===== src/design/sar_adc_pkg.sv =====
// Constants, register map and field layout for the SAR converter sequencer.
// Assumes a 125 MHz instruction clock and word-addressed register access.
package sar_adc_pkg;
   localparam int CLK_HZ = 125_000_000;
   localparam int RES_W = 12;
   localparam int DATA_W = 16;
   localparam int ADDR_W = 5;
   localparam int BUF_DEPTH = 16;
   localparam int MAX_INPUTS = 10;
   // Fastest sample rate, and the clocks per sample that it implies
   localparam int MAX_RATE_SPS = 100_000;
   localparam int MIN_CLKS_PER_SAMPLE = CLK_HZ / MAX_RATE_SPS;
   localparam logic [3:0] CONV_TADS = 4'h0f;
   localparam logic [3:0] ABORT_TADS = 4'h2;
   localparam logic [3:0] SAR_LAST_TAD = 4'hc;

   // Word addresses: 0..15 result buffer, then the six control registers
   localparam logic [ADDR_W-1:0] ADDR_BUF_LAST = 5'h0f;
   localparam logic [ADDR_W-1:0] ADDR_CTRL_ONE = 5'h10;
   localparam logic [ADDR_W-1:0] ADDR_CTRL_TWO = 5'h11;
   localparam logic [ADDR_W-1:0] ADDR_CTRL_THREE = 5'h12;
   localparam logic [ADDR_W-1:0] ADDR_INPUT_SEL = 5'h13;
   localparam logic [ADDR_W-1:0] ADDR_PORT_CFG = 5'h14;
   localparam logic [ADDR_W-1:0] ADDR_SCAN_SEL = 5'h15;

   // control_reg_one fields
   localparam int C1_ON = 15;
   localparam int C1_FORM_LO = 8;
   localparam int C1_TRIG_LO = 5;
   localparam int C1_IRQ = 4;
   localparam int C1_AUTO = 2;
   localparam int C1_SAMPLE_START_BIT = 1;
   localparam int C1_DONE = 0;
   // control_reg_two fields
   localparam int C2_SCAN = 10;
   localparam int C2_HALF = 7;
   localparam int C2_SPI_LO = 2;
   localparam int C2_SPLIT = 1;
   localparam int C2_ALT = 0;
   // control_reg_three fields
   localparam int C3_AUTO_SAMPLE_TIME_LO = 8;
   localparam int C3_DIV_LO = 0;
   // input_select_reg fields
   localparam int IS_PRI_LO = 0;
   localparam int IS_ALT_LO = 8;

   localparam logic [2:0] TRIG_SOFTWARE = 3'h0;
   localparam logic [2:0] TRIG_EXTERNAL = 3'h1;
   localparam logic [2:0] TRIG_TIMER = 3'h2;
   localparam logic [2:0] TRIG_AUTO = 3'h7;

   localparam logic [1:0] FORM_INT = 2'h0;
   localparam logic [1:0] FORM_SINT = 2'h1;
   localparam logic [1:0] FORM_FRAC = 2'h2;
   localparam logic [1:0] FORM_SFRAC = 2'h3;

   localparam logic [DATA_W-1:0] RESET_WORD = 16'h0000;

   typedef enum logic [2:0] {ST_OFF, ST_IDLE, ST_SAMPLE, ST_CONVERT, ST_ABORT} seq_state_t;
endpackage


===== src/design/sar_adc_sequencer.sv =====
// Sequencer for a 12-bit successive-approximation converter: register port, sampling
// control, SAR bit search, result buffer, scan and alternate-group input selection.
// Assumes the analog side answers cmp_in within one clock of dac_code changing.
//
// Implementation choices: the address map and the address-and-strobe port.
`timescale 1ns/10ps
module sar_adc_sequencer
   import sar_adc_pkg::*;
#(
   parameter int NUM_INPUTS = MAX_INPUTS
) (
   input wire logic sys_clk,
   input wire logic rst_n,
   input wire logic [ADDR_W-1:0] reg_addr,
   input wire logic [DATA_W-1:0] reg_wdata,
   input wire logic reg_wr,
   input wire logic reg_rd,
   output logic [DATA_W-1:0] reg_rdata,
   input wire logic timer_trigger,
   input wire logic ext_trigger,
   input wire logic cmp_in,
   output logic sample_en,
   output logic conv_busy,
   output logic [3:0] input_channel,
   output logic [RES_W-1:0] dac_code,
   output logic conv_irq_flag,
   output logic conv_done
);

   seq_state_t state_r, state_nxt;
   logic [DATA_W-1:0] ctrl1_r, ctrl1_nxt;
   logic [DATA_W-1:0] ctrl2_r, ctrl2_nxt;
   logic [DATA_W-1:0] ctrl3_r, ctrl3_nxt;
   logic [DATA_W-1:0] insel_r, insel_nxt;
   logic [DATA_W-1:0] pcfg_r, pcfg_nxt;
   logic [DATA_W-1:0] scan_sel_r, scan_sel_nxt;
   logic [6:0] acc_r, acc_nxt;
   logic [4:0] tad_cnt_r, tad_cnt_nxt;
   logic [3:0] seq_idx_r, seq_idx_nxt;
   logic half_r, half_nxt;
   logic alt_phase_r, alt_phase_nxt;
   logic [4:0] scan_pos_r, scan_pos_nxt;
   logic [3:0] chan_r, chan_nxt;
   logic [RES_W-1:0] dac_r, dac_nxt;
   logic [DATA_W-1:0] rdata_r, rdata_nxt;
   logic [RES_W-1:0] result_mem [BUF_DEPTH];
   logic mem_we;
   logic [3:0] mem_addr;
   logic [RES_W-1:0] mem_wdata;

   logic tad_tick;
   logic [6:0] acc_sum;
   logic [6:0] acc_lim;
   logic [2:0] trig_src;
   logic [3:0] spi;
   logic [4:0] auto_sample_time;
   logic trig_hit;
   logic [3:0] sar_bit;
   logic [3:0] pri_chan;

   // Lowest selected input at or above 'from', wrapping to the lowest selected
   function automatic logic [3:0] next_scan(input logic [DATA_W-1:0] mask,
                                            input logic [4:0] from);
      logic [3:0] hit;
      logic found;
      hit = 4'h0;
      found = 1'b0;
      for (int i = NUM_INPUTS - 1; i >= 0; i--) begin
         if (mask[i] && (5'(i) >= from)) begin
            hit = 4'(i);
            found = 1'b1;
         end
      end
      if (!found) begin
         for (int i = NUM_INPUTS - 1; i >= 0; i--) begin
            if (mask[i]) begin
               hit = 4'(i);
            end
         end
      end
      return hit;
   endfunction

   // 12-bit buffer word to 16-bit bus word
   function automatic logic [DATA_W-1:0] format_word(input logic [RES_W-1:0] d,
                                                     input logic [1:0] form);
      logic [RES_W-1:0] s;
      s = {~d[RES_W-1], d[RES_W-2:0]};
      case (form)
         FORM_INT: format_word = {4'h0, d};
         FORM_SINT: format_word = {{4{s[RES_W-1]}}, s};
         FORM_FRAC: format_word = {d, 4'h0};
         FORM_SFRAC: format_word = {s, 4'h0};
         default: format_word = {4'h0, d};
      endcase
   endfunction

   assign trig_src = ctrl1_r[C1_TRIG_LO +: 3];
   assign spi = ctrl2_r[C2_SPI_LO +: 4];
   assign auto_sample_time = ctrl3_r[C3_AUTO_SAMPLE_TIME_LO +: 5];
   assign sample_en = (state_r == ST_SAMPLE);
   assign conv_busy = (state_r == ST_CONVERT);
   assign input_channel = chan_r;
   assign dac_code = dac_r;
   assign conv_irq_flag = ctrl1_r[C1_IRQ];
   assign conv_done = ctrl1_r[C1_DONE];
   assign reg_rdata = rdata_r;

   always_comb begin
      state_nxt = state_r;
      ctrl1_nxt = ctrl1_r;
      ctrl2_nxt = ctrl2_r;
      ctrl3_nxt = ctrl3_r;
      insel_nxt = insel_r;
      pcfg_nxt = pcfg_r;
      scan_sel_nxt = scan_sel_r;
      tad_cnt_nxt = tad_cnt_r;
      seq_idx_nxt = seq_idx_r;
      half_nxt = half_r;
      alt_phase_nxt = alt_phase_r;
      scan_pos_nxt = scan_pos_r;
      chan_nxt = chan_r;
      dac_nxt = dac_r;
      rdata_nxt = RESET_WORD;
      mem_we = 1'b0;
      mem_addr = 4'h0;
      mem_wdata = dac_r;
      sar_bit = 4'h0;

      // Period (divider+1)/2 cycles, in half cycles; never faster than sys_clk
      acc_sum = acc_r + 7'd2;
      acc_lim = {1'b0, ctrl3_r[C3_DIV_LO +: 6]} + 7'd1;
      tad_tick = (acc_sum >= acc_lim);
      acc_nxt = tad_tick ? acc_sum - acc_lim : acc_sum;
      if (acc_nxt >= acc_lim) begin
         acc_nxt = 7'd0;
      end

      // Register writes; buffer words are not writable
      if (reg_wr) begin
         case (reg_addr)
            ADDR_CTRL_ONE: begin
               ctrl1_nxt[C1_ON] = reg_wdata[C1_ON];
               ctrl1_nxt[C1_FORM_LO +: 2] = reg_wdata[C1_FORM_LO +: 2];
               ctrl1_nxt[C1_TRIG_LO +: 3] = reg_wdata[C1_TRIG_LO +: 3];
               ctrl1_nxt[C1_AUTO] = reg_wdata[C1_AUTO];
               ctrl1_nxt[C1_SAMPLE_START_BIT] = reg_wdata[C1_SAMPLE_START_BIT];
               // Software clears the flag by writing zero
               ctrl1_nxt[C1_IRQ] = ctrl1_r[C1_IRQ] & reg_wdata[C1_IRQ];
               ctrl1_nxt[C1_DONE] = ctrl1_r[C1_DONE] & reg_wdata[C1_DONE];
            end
            ADDR_CTRL_TWO: begin
               ctrl2_nxt[C2_SCAN] = reg_wdata[C2_SCAN];
               ctrl2_nxt[C2_SPI_LO +: 4] = reg_wdata[C2_SPI_LO +: 4];
               ctrl2_nxt[C2_SPLIT] = reg_wdata[C2_SPLIT];
               ctrl2_nxt[C2_ALT] = reg_wdata[C2_ALT];
            end
            ADDR_CTRL_THREE: begin
               ctrl3_nxt[C3_AUTO_SAMPLE_TIME_LO +: 5] = reg_wdata[C3_AUTO_SAMPLE_TIME_LO +: 5];
               ctrl3_nxt[C3_DIV_LO +: 6] = reg_wdata[C3_DIV_LO +: 6];
            end
            ADDR_INPUT_SEL: begin
               insel_nxt[IS_PRI_LO +: 4] = reg_wdata[IS_PRI_LO +: 4];
               insel_nxt[IS_ALT_LO +: 4] = reg_wdata[IS_ALT_LO +: 4];
            end
            ADDR_PORT_CFG: pcfg_nxt = reg_wdata;
            // Only bits of existing inputs take part in the scan
            ADDR_SCAN_SEL: scan_sel_nxt = reg_wdata & DATA_W'((1 << NUM_INPUTS) - 1);
            default: ;
         endcase
      end

      // Formatted buffer read, data in the following cycle
      if (reg_rd) begin
         if (reg_addr <= ADDR_BUF_LAST) begin
            rdata_nxt = format_word(result_mem[reg_addr[3:0]], ctrl1_r[C1_FORM_LO +: 2]);
         end else begin
            case (reg_addr)
               ADDR_CTRL_ONE: rdata_nxt = ctrl1_r;
               ADDR_CTRL_TWO: rdata_nxt = ctrl2_r;
               ADDR_CTRL_THREE: rdata_nxt = ctrl3_r;
               ADDR_INPUT_SEL: rdata_nxt = insel_r;
               ADDR_PORT_CFG: rdata_nxt = pcfg_r;
               ADDR_SCAN_SEL: rdata_nxt = scan_sel_r;
               default: rdata_nxt = RESET_WORD;
            endcase
         end
      end

      pri_chan = ctrl2_r[C2_SCAN] ? next_scan(scan_sel_r, scan_pos_r)
                                  : insel_r[IS_PRI_LO +: 4];

      case (trig_src)
         TRIG_TIMER: trig_hit = timer_trigger;
         TRIG_EXTERNAL: trig_hit = ext_trigger;
         // Auto-start after the programmed periods, at least one
         TRIG_AUTO: trig_hit = tad_tick &&
                               (tad_cnt_r + 5'd1 >= ((auto_sample_time == 5'd0) ? 5'd1 : auto_sample_time));
         default: trig_hit = 1'b0;
      endcase

      case (state_r)
         ST_OFF: begin
            ctrl1_nxt[C1_SAMPLE_START_BIT] = 1'b0;
            if (ctrl1_r[C1_ON]) begin
               state_nxt = ST_IDLE;
            end
         end
         ST_IDLE: begin
            // Acquisition begins with the sample start bit
            if (ctrl1_r[C1_SAMPLE_START_BIT]) begin
               state_nxt = ST_SAMPLE;
               tad_cnt_nxt = 5'd0;
               // Alternate group only on odd conversions of a sequence when enabled
               chan_nxt = (ctrl2_r[C2_ALT] && alt_phase_r) ? insel_r[IS_ALT_LO +: 4]
                                                           : pri_chan;
            end
         end
         ST_SAMPLE: begin
            if (tad_tick) begin
               tad_cnt_nxt = tad_cnt_r + 5'd1;
            end
            // Trigger ends acquisition; software source is the falling sample bit
            if ((trig_src == TRIG_SOFTWARE) ? !ctrl1_r[C1_SAMPLE_START_BIT] : trig_hit) begin
               state_nxt = ST_CONVERT;
               ctrl1_nxt[C1_SAMPLE_START_BIT] = 1'b0;
               tad_cnt_nxt = 5'd0;
               dac_nxt = {1'b1, {(RES_W - 1){1'b0}}};
            end
         end
         ST_CONVERT: begin
            if (tad_tick) begin
               tad_cnt_nxt = tad_cnt_r + 5'd1;
               // One result bit decided per period
               if (tad_cnt_r[3:0] >= 4'h1 && tad_cnt_r[3:0] <= SAR_LAST_TAD) begin
                  sar_bit = SAR_LAST_TAD - tad_cnt_r[3:0];
                  if (!cmp_in) begin
                     dac_nxt[sar_bit] = 1'b0;
                  end
                  if (sar_bit != 4'h0) begin
                     dac_nxt[sar_bit - 4'h1] = 1'b1;
                  end
               end
               if (tad_cnt_r[3:0] == CONV_TADS - 4'h1) begin
                  // Store at the running slot of the active area
                  mem_we = 1'b1;
                  mem_addr = ctrl2_r[C2_SPLIT] ? {half_r, seq_idx_r[2:0]} : seq_idx_r;
                  alt_phase_nxt = ctrl2_r[C2_ALT] ? !alt_phase_r : 1'b0;
                  if (ctrl2_r[C2_SCAN] && !(ctrl2_r[C2_ALT] && alt_phase_r)) begin
                     scan_pos_nxt = {1'b0, chan_r} + 5'd1;
                  end
                  if (seq_idx_r == spi) begin
                     seq_idx_nxt = 4'h0;
                     ctrl1_nxt[C1_DONE] = 1'b1;
                     // Set wins over a coincident software clear
                     ctrl1_nxt[C1_IRQ] = 1'b1;
                     // Swap halves at each interrupt event
                     half_nxt = ctrl2_r[C2_SPLIT] ? !half_r : 1'b0;
                     // Scan restarts from the lowest input
                     scan_pos_nxt = 5'd0;
                     alt_phase_nxt = 1'b0;
                  end else begin
                     seq_idx_nxt = seq_idx_r + 4'h1;
                  end
                  state_nxt = ST_IDLE;
                  if (ctrl1_r[C1_AUTO]) begin
                     ctrl1_nxt[C1_SAMPLE_START_BIT] = 1'b1;
                  end
               end
            end
         end
         ST_ABORT: begin
            ctrl1_nxt[C1_SAMPLE_START_BIT] = 1'b0;
            if (tad_tick) begin
               tad_cnt_nxt = tad_cnt_r + 5'd1;
               // Two periods before sampling may restart
               if (tad_cnt_r[3:0] == ABORT_TADS - 4'h1) begin
                  state_nxt = ctrl1_r[C1_ON] ? ST_IDLE : ST_OFF;
               end
            end
         end
         default: state_nxt = ST_OFF;
      endcase

      // Switching off wins over everything, including a finishing conversion
      if (!ctrl1_r[C1_ON] && state_r != ST_OFF && state_r != ST_ABORT) begin
         mem_we = 1'b0;
         ctrl1_nxt[C1_SAMPLE_START_BIT] = 1'b0;
         ctrl1_nxt[C1_DONE] = (reg_wr && reg_addr == ADDR_CTRL_ONE) ?
                              ctrl1_r[C1_DONE] & reg_wdata[C1_DONE] : ctrl1_r[C1_DONE];
         ctrl1_nxt[C1_IRQ] = (reg_wr && reg_addr == ADDR_CTRL_ONE) ?
                             ctrl1_r[C1_IRQ] & reg_wdata[C1_IRQ] : ctrl1_r[C1_IRQ];
         seq_idx_nxt = seq_idx_r;
         half_nxt = half_r;
         alt_phase_nxt = alt_phase_r;
         scan_pos_nxt = scan_pos_r;
         if (state_r == ST_CONVERT) begin
            state_nxt = ST_ABORT;
            tad_cnt_nxt = 5'd0;
         end else begin
            state_nxt = ST_OFF;
         end
      end
   end

   always_ff @(posedge sys_clk) begin
      if (!rst_n) begin
         state_r <= ST_OFF;
         ctrl1_r <= RESET_WORD;
         ctrl2_r <= RESET_WORD;
         ctrl3_r <= RESET_WORD;
         insel_r <= RESET_WORD;
         pcfg_r <= RESET_WORD;
         scan_sel_r <= RESET_WORD;
         acc_r <= 7'd0;
         tad_cnt_r <= 5'd0;
         seq_idx_r <= 4'h0;
         half_r <= 1'b0;
         alt_phase_r <= 1'b0;
         scan_pos_r <= 5'd0;
         chan_r <= 4'h0;
         dac_r <= '0;
         rdata_r <= RESET_WORD;
      end else begin
         state_r <= state_nxt;
         ctrl1_r <= ctrl1_nxt;
         ctrl2_r <= {ctrl2_nxt[DATA_W-1:C2_HALF+1], half_nxt, ctrl2_nxt[C2_HALF-1:0]};
         ctrl3_r <= ctrl3_nxt;
         insel_r <= insel_nxt;
         pcfg_r <= pcfg_nxt;
         scan_sel_r <= scan_sel_nxt;
         acc_r <= acc_nxt;
         tad_cnt_r <= tad_cnt_nxt;
         seq_idx_r <= seq_idx_nxt;
         half_r <= half_nxt;
         alt_phase_r <= alt_phase_nxt;
         scan_pos_r <= scan_pos_nxt;
         chan_r <= chan_nxt;
         dac_r <= dac_nxt;
         rdata_r <= rdata_nxt;
      end
   end

   // Results survive reset, as the converter contents do
   always_ff @(posedge sys_clk) begin
      if (mem_we) begin
         result_mem[mem_addr] <= mem_wdata;
      end
   end

endmodule


===== config.mk =====
export PLATFORM = sky130hd
export DESIGN_NAME = sar_adc_sequencer
export DESIGN_NICKNAME = d
export VERILOG_FILES = /design/src/design/sar_adc_pkg.sv /design/src/design/sar_adc_sequencer.sv
export SDC_FILE = /design/constraint.sdc
export NUM_CORES = 1
export LEC_CHECK = 0
export ABC_CLOCK_PERIOD_IN_PS = 13200
export BUFFER_PORTS_ARGS = -buffer_cell sky130_fd_sc_hd__buf_2
export CORE_MARGIN = 4
export CORE_UTILIZATION = 50
export CTS_BUF_LIST = sky130_fd_sc_hd__clkbuf_8
export CTS_CLUSTER_SIZE = 24
export DETAILED_ROUTE_END_ITERATION = 12
export GPL_TIMING_DRIVEN = 0
export PLACE_DENSITY = 0.73
export SYNTH_ARGS = -nofsm -noshare
export SYNTH_HDL_FRONTEND = slang
export SYNTH_SLANG_ARGS = --single-unit

===== constraint.sdc =====
create_clock -name sys_clk -period 13.2 [get_ports sys_clk]
set_input_delay 0 -clock sys_clk [delete_from_list [all_inputs] [get_ports sys_clk]]
set_output_delay 0 -clock sys_clk [all_outputs]
set_load 0.005 [all_outputs]

Yosys cells after proc, flatten, opt, wreduce, memory -nomap -nowiden
Memory sizes are Yosys's and may differ from the RTL's.
Cells that the tools add are included.

cells by class
  add/subtract/negate cells = 8
  reduce and logical (&&, ||, !) cells = 49
  mux-type cells = 110
  equality and inequality tests = 31
  bitwise gates (word level) = 8
  magnitude comparators = 20

operators by type and width
  cell                number
  $mux 4              28
  $mux 12             8
  $pmux 16 s6         1
  $pmux 16 s4         1
  $mux 1              42
  $mux 5              8
  $eq 5x5->1 const B  6
  $mux 3              9
  $pmux 12 s2         1
  $ge 3x5->1 const A  4
  $logic_and 1x1->1   19
  $mux 16             1
  $reduce_and 2->1    8
  $ne 3x3->1 const B  5
  $pmux 3 s5          1
  $pmux 5 s3          1
  $ge 7x7->1          2
  $and 12x12->12      1
  $ge 4x1->1 const B  3
  $not 12->12         1
  $or 12x12->12       1
  $ge 1x5->1 const A  2
  $ge 2x5->1 const A  2
  $ge 4x5->1 const A  2
  39 further kinds    69

word-level totals
  output and inout port bits = 36
  word-level logic and storage cells = 245
  bits in writable memories = 192
  register bits = 120
  memories kept = 1

memory list
  name        words  bits a word  read ports  clocked after memory_dff  wr ports  line                     text
  result_mem  16     12           1           0                         1         sar_adc_sequencer.sv:46  logic [RES_W-1:0] result_mem [BUF_DEPTH];

Longest topological paths before layout
  depth after elaboration = 25
  depth in mapped cells = 19
  depth with buffers taken out = 18

Worst setup path after synthesis
No wires, ideal clock.

  kind = reg2reg
  from = register ctrl3_r[0]
  to = memory result_mem[11][0], enable pin
  data required time = 12.783 ns
  period minus slack after synthesis = 4.145 ns
  arrival = 3.728 ns
  buffers on the path = 0
  path slack = 9.055 ns
  cell stages (with the launch flop) = 10
  cell sequence = dfxtp_1 ha_1 nand3_1 or2_2 ha_1 and4_1 a41oi_1 a211o_1 or3_1 nor4b_1

between the ends
  longest elaborated chain between the ends = 7
  elaborated cells on any way between the ends = 9
  classes of those cells = add/sub (1); order compare (1); mux (7)

RTL lines
  item                          line                      text
  start, declared               sar_adc_sequencer.sv:33   logic [DATA_W-1:0] ctrl3_r, ctrl3_nxt;
  start signal, assigned        sar_adc_sequencer.sv:328  ctrl3_r <= ctrl3_nxt;
  $add 6x1->7 *                 sar_adc_sequencer.sv:132  acc_lim = {1'b0, ctrl3_r[C3_DIV_LO +: 6]} + 7'd1;
  $ge 7x7->1 *                  sar_adc_sequencer.sv:133  tad_tick = (acc_sum >= acc_lim);
  $mux 1                        sar_adc_sequencer.sv:232  if (tad_tick) begin
  $mux 1                        sar_adc_sequencer.sv:202  case (state_r)
  $mux 1                        sar_adc_sequencer.sv:286  if (!ctrl1_r[C1_ON] && state_r != ST_OFF && state_r != ST_ABORT) begin
  $mux 1                        sar_adc_sequencer.sv:346  if (mem_we) begin
  $mux 1 (not written as such)  sar_adc_sequencer.sv:347  result_mem[mem_addr] <= mem_wdata;
  end, declared                 sar_adc_sequencer.sv:46

Mark *: on every way between the ends. The rest lies on a longest branch, timed or not.

Final worst setup path
  from = register ctrl3_r[0]
  to = memory result_mem[1][7], enable pin

The elaborated chain is that of the path after synthesis.

==> impl_metrics.ini <==
[grt]
grt_max_degree = 21
grt_remaining_overflow = 0
grt_use_total_pct = 24.7
antenna_found_initial = 0
grt_pass1_wl_um = 58700
grt_pass1_vias = 9974

[power_and_ir_drop]
peakVddDrop_uv = 94.0
clkPwrFrac_pct = 39.6
p_seq_share_pct = 44.3
p_per_area_nw_per_um2 = 146
power.leakage_nw = 5.69
p_int_mw = 1.74
sw_frac_of_total_pct = 27.0
p_comb_share_pct = 16.1
switchingPower_mw = 0.645

[sta]
tightest_slew_ns = 1.42
rsz0062_at_grt = no
finalMaxSlewViolations = 0
setup_viol = 0
finalSetupTns_ns = 0
setup_ws_ns = 8.61
fmax_mhz = 218
period_minus_slack_ns = 4.59
worst_clock_skew_ns = 0.0427
slew_headroom_pct = 4.80
fin_crit_sh_pct = 34.8
hold_viol = 0

[finish]
num_antenna_cells = 0
final_nets = 1328
drive_gt1_share_pct = 19.2
area.growth.synth_to_final_pct = 15.5
fill_cells = 2226

[place]
dp.final_hpwl_um = 26300
dp_slack_ns = 8.46
port_buffers = 61
gp_congestion = 0.934

[flow_run]
maxCapViolCount = 0

[setup_path]
worstPathArrival_ns = 4.79
cp_num_cells = 12
cp-start-kind = flip-flop
cp.required_ns = 13.39
crit_slowest_cell = nor2_2
worst-path-buf-inv = 2
critPathMaxFanout = 12
crit_family = simple AND/OR/NAND/NOR gates
end_kind = flip-flop
reg2reg_depth = 12
cp_cell_sequence = ha_1, nand3_1, or2_2, ha_1, and4_1, a41oi_1, and2_1, buf_6, buf_2, nor3_1, nand3_1, nor2_2
path_class = reg -> reg
reg2reg_slack_ns = 8.61
reg2reg_from = ctrl3_r[0]$_SDFFE_PN0P_
max_stage_delay_ns = 0.86
crit_end = result_mem[1][7]$_DFFE_PP_
critPathLaunch = ctrl3_r[0]$_SDFFE_PN0P_
r2r_end = result_mem[1][7]$_DFFE_PP_

[logic_synthesis]
synth.top_cell.area_share_pct = 40.7
ys_ff_latch = 312
yosysTopAreaCell = edfxtp_1
yosys_most_used_dff = edfxtp_1
yosysUniqueCellTypes = 72
syn_nets = 1193
synthCells = 1137
synth.avg_cell_area_um2 = 12.4
synth_commonest_cells = 192 x edfxtp_1, 158 x nand2_1, 120 x dfxtp_1
syn_area_um2 = 14100
ys_seq_area_share_pct = 57.7
synthArstFlopShare_pct = 0
yosysMostFrequentCell = edfxtp_1
yosys-top-cells-area = edfxtp_1 41%, dfxtp_1 17%, mux4_2 9.6%
ys_warn_count = 0
synth_edf_count = 192

[die]
dieArea_um2 = 31100
initial_core_util_pct = 50.8
core-area_um2 = 27900
std_cell_rows = 61
die_w_um = 176
die_y_um = 176
num_io_pins = 64

[clock_network]
cts_buffers = 51
cts-root-buf = clkbuf_8
cts_buffer_depth = 3
cts_num_sinks = 312
clock_latency_ns = 0.61
cts_resized = 0
cts_max_level = 2
cts_tree = done
post_cts_buffers = 0
clkTransAtPathRegs_ns = 0.06

[route]
wl_per_cell_um = 22.7
num_vias = 10173
drt_iter0_drc = 1099
ant_nets = 0
drt-pass1-iter-count = 6
viasPerCell = 6.01
drc_errors = 0
finalWirelength_um = 38500

[run_status]
status = finished, final reports clean

[hold_path]
holdCritPathClass = in -> reg
how the worst min path moves through the flow:
stage                                          end     startpoint  depth (start not counted)  slack [ns]
after floorplan            pcfg_r[15]$_SDFFE_PN0P_  reg_wdata[15]                          2        0.13
after global placement     pcfg_r[13]$_SDFFE_PN0P_  reg_wdata[13]                          3        0.26
after detailed placement   pcfg_r[14]$_SDFFE_PN0P_  reg_wdata[14]                          3        0.28
after CTS                 reg_rdata[13]$_SDFF_PN0_    reg_addr[2]                          4        0.03
after global routing      reg_rdata[13]$_SDFF_PN0_    reg_addr[2]                          4        0.08
final                     reg_rdata[13]$_SDFF_PN0_    reg_addr[2]                          4        0.06
power by group through the flow:
stage          Clock, mW  Combinational (mW)  Sequential [mW]
6_report           0.944               0.384             1.06
5_1_grt             1.00               0.431             1.06
4_1_cts            0.956               0.381             1.06
3_5_place_dp           0               0.375             1.08
2_1_floorplan          0               0.285             1.07
3_3_place_gp           0               0.368             1.08
sequential cells by signal, summed over array words and instances, names as in the netlist:
register and flops:
tad_cnt_r 5, ctrl1_r 10, state_r 3, dac_code 12, ctrl2_r 8, acc_r 7, reg_rdata 16, ctrl3_r 11
result_mem 192, seq_idx_r 4, input_channel 4, pcfg_r 16, scan_pos_r 5, alt_phase_r 1, scan_sel_r 10, insel_r 8
tightest hold or removal path, stage by stage:
cell and delay, ns:
buf_2 0.17, mux4_2 0.22, a22oi_1 0.07, a21oi_1 0.14
what timing repair did:
item,in CTS,in global routing
endpoints found under the setup margin,0,0
hold buffers,19,0
endpoints found under the hold margin,79,0
layer usage:
layer,share of wire [%],up-vias,GRT usage (%)
met5,0,-,0
met4,3.2,0,8.51
met3,9.0,84,5.37
met2,46,523,38.9
met1,42,4977,34.5
li1,-,4589,-
logic make-up after synthesis:
family | count (synthesis) | share of synthesized area [%]
compound gates | 263 | 13.2
xor+xnor | 22 | 1.36
fa+ha+maj | 28 | 2.53
buf+inv | 88 | 2.52
flops | 312 | 57.7
mux | 81 | 11.0
simple gates | 343 | 11.6
per-stage QoR:
step | power, mW | instances | instance area, um^2 | util [%] | hold WS (ns)
floorplan | 1.36 | 1137 | 14100 | - | 0.135
global placement | 1.45 | 1576 | 14900 | 53.6 | 0.264
detailed placement | 1.45 | 1578 | 15000 | 53.7 | 0.280
CTS | 2.40 | 1693 | 16300 | 58.6 | 0.0284
global route | 2.49 | 1693 | 16300 | 58.7 | 0.0841
finish | 2.39 | 1693 | 16300 | 58.7 | 0.0581
cell usage in the layout, fill, tap and decap left out, drive strengths merged, types with 10 or more instances in the layout:
master and instances:
nor2 48, clkinv 20, inv 31, a31oi 14
edfxtp 192, xor2 13, nor2b 29, ha 27
nand2b 14, dlygate4sd3 19, a211oi 10, o21ai 42
a21boi 65, nand3 30, clkbuf 103, mux2i 20
a221oi 12, buf 84, mux4 60, nand2 158
dfxtp 120, a21oi 33, a22oi 15
cell type report:
class	instances	area [um^2]	share of cell area (%)
Clock buffer	59	812	4.97
Multi-Input combinational cell	737	5660	34.6
Timing Repair Buffer	82	510	3.12
Tap cell	378	473	2.89
Buffer	65	270	1.65
Inverter	23	86.3	0.528
Clock inverter	37	364	2.23
Sequential cell	312	8170	50.0
Note: power is estimated with default switching activity, not from simulation.
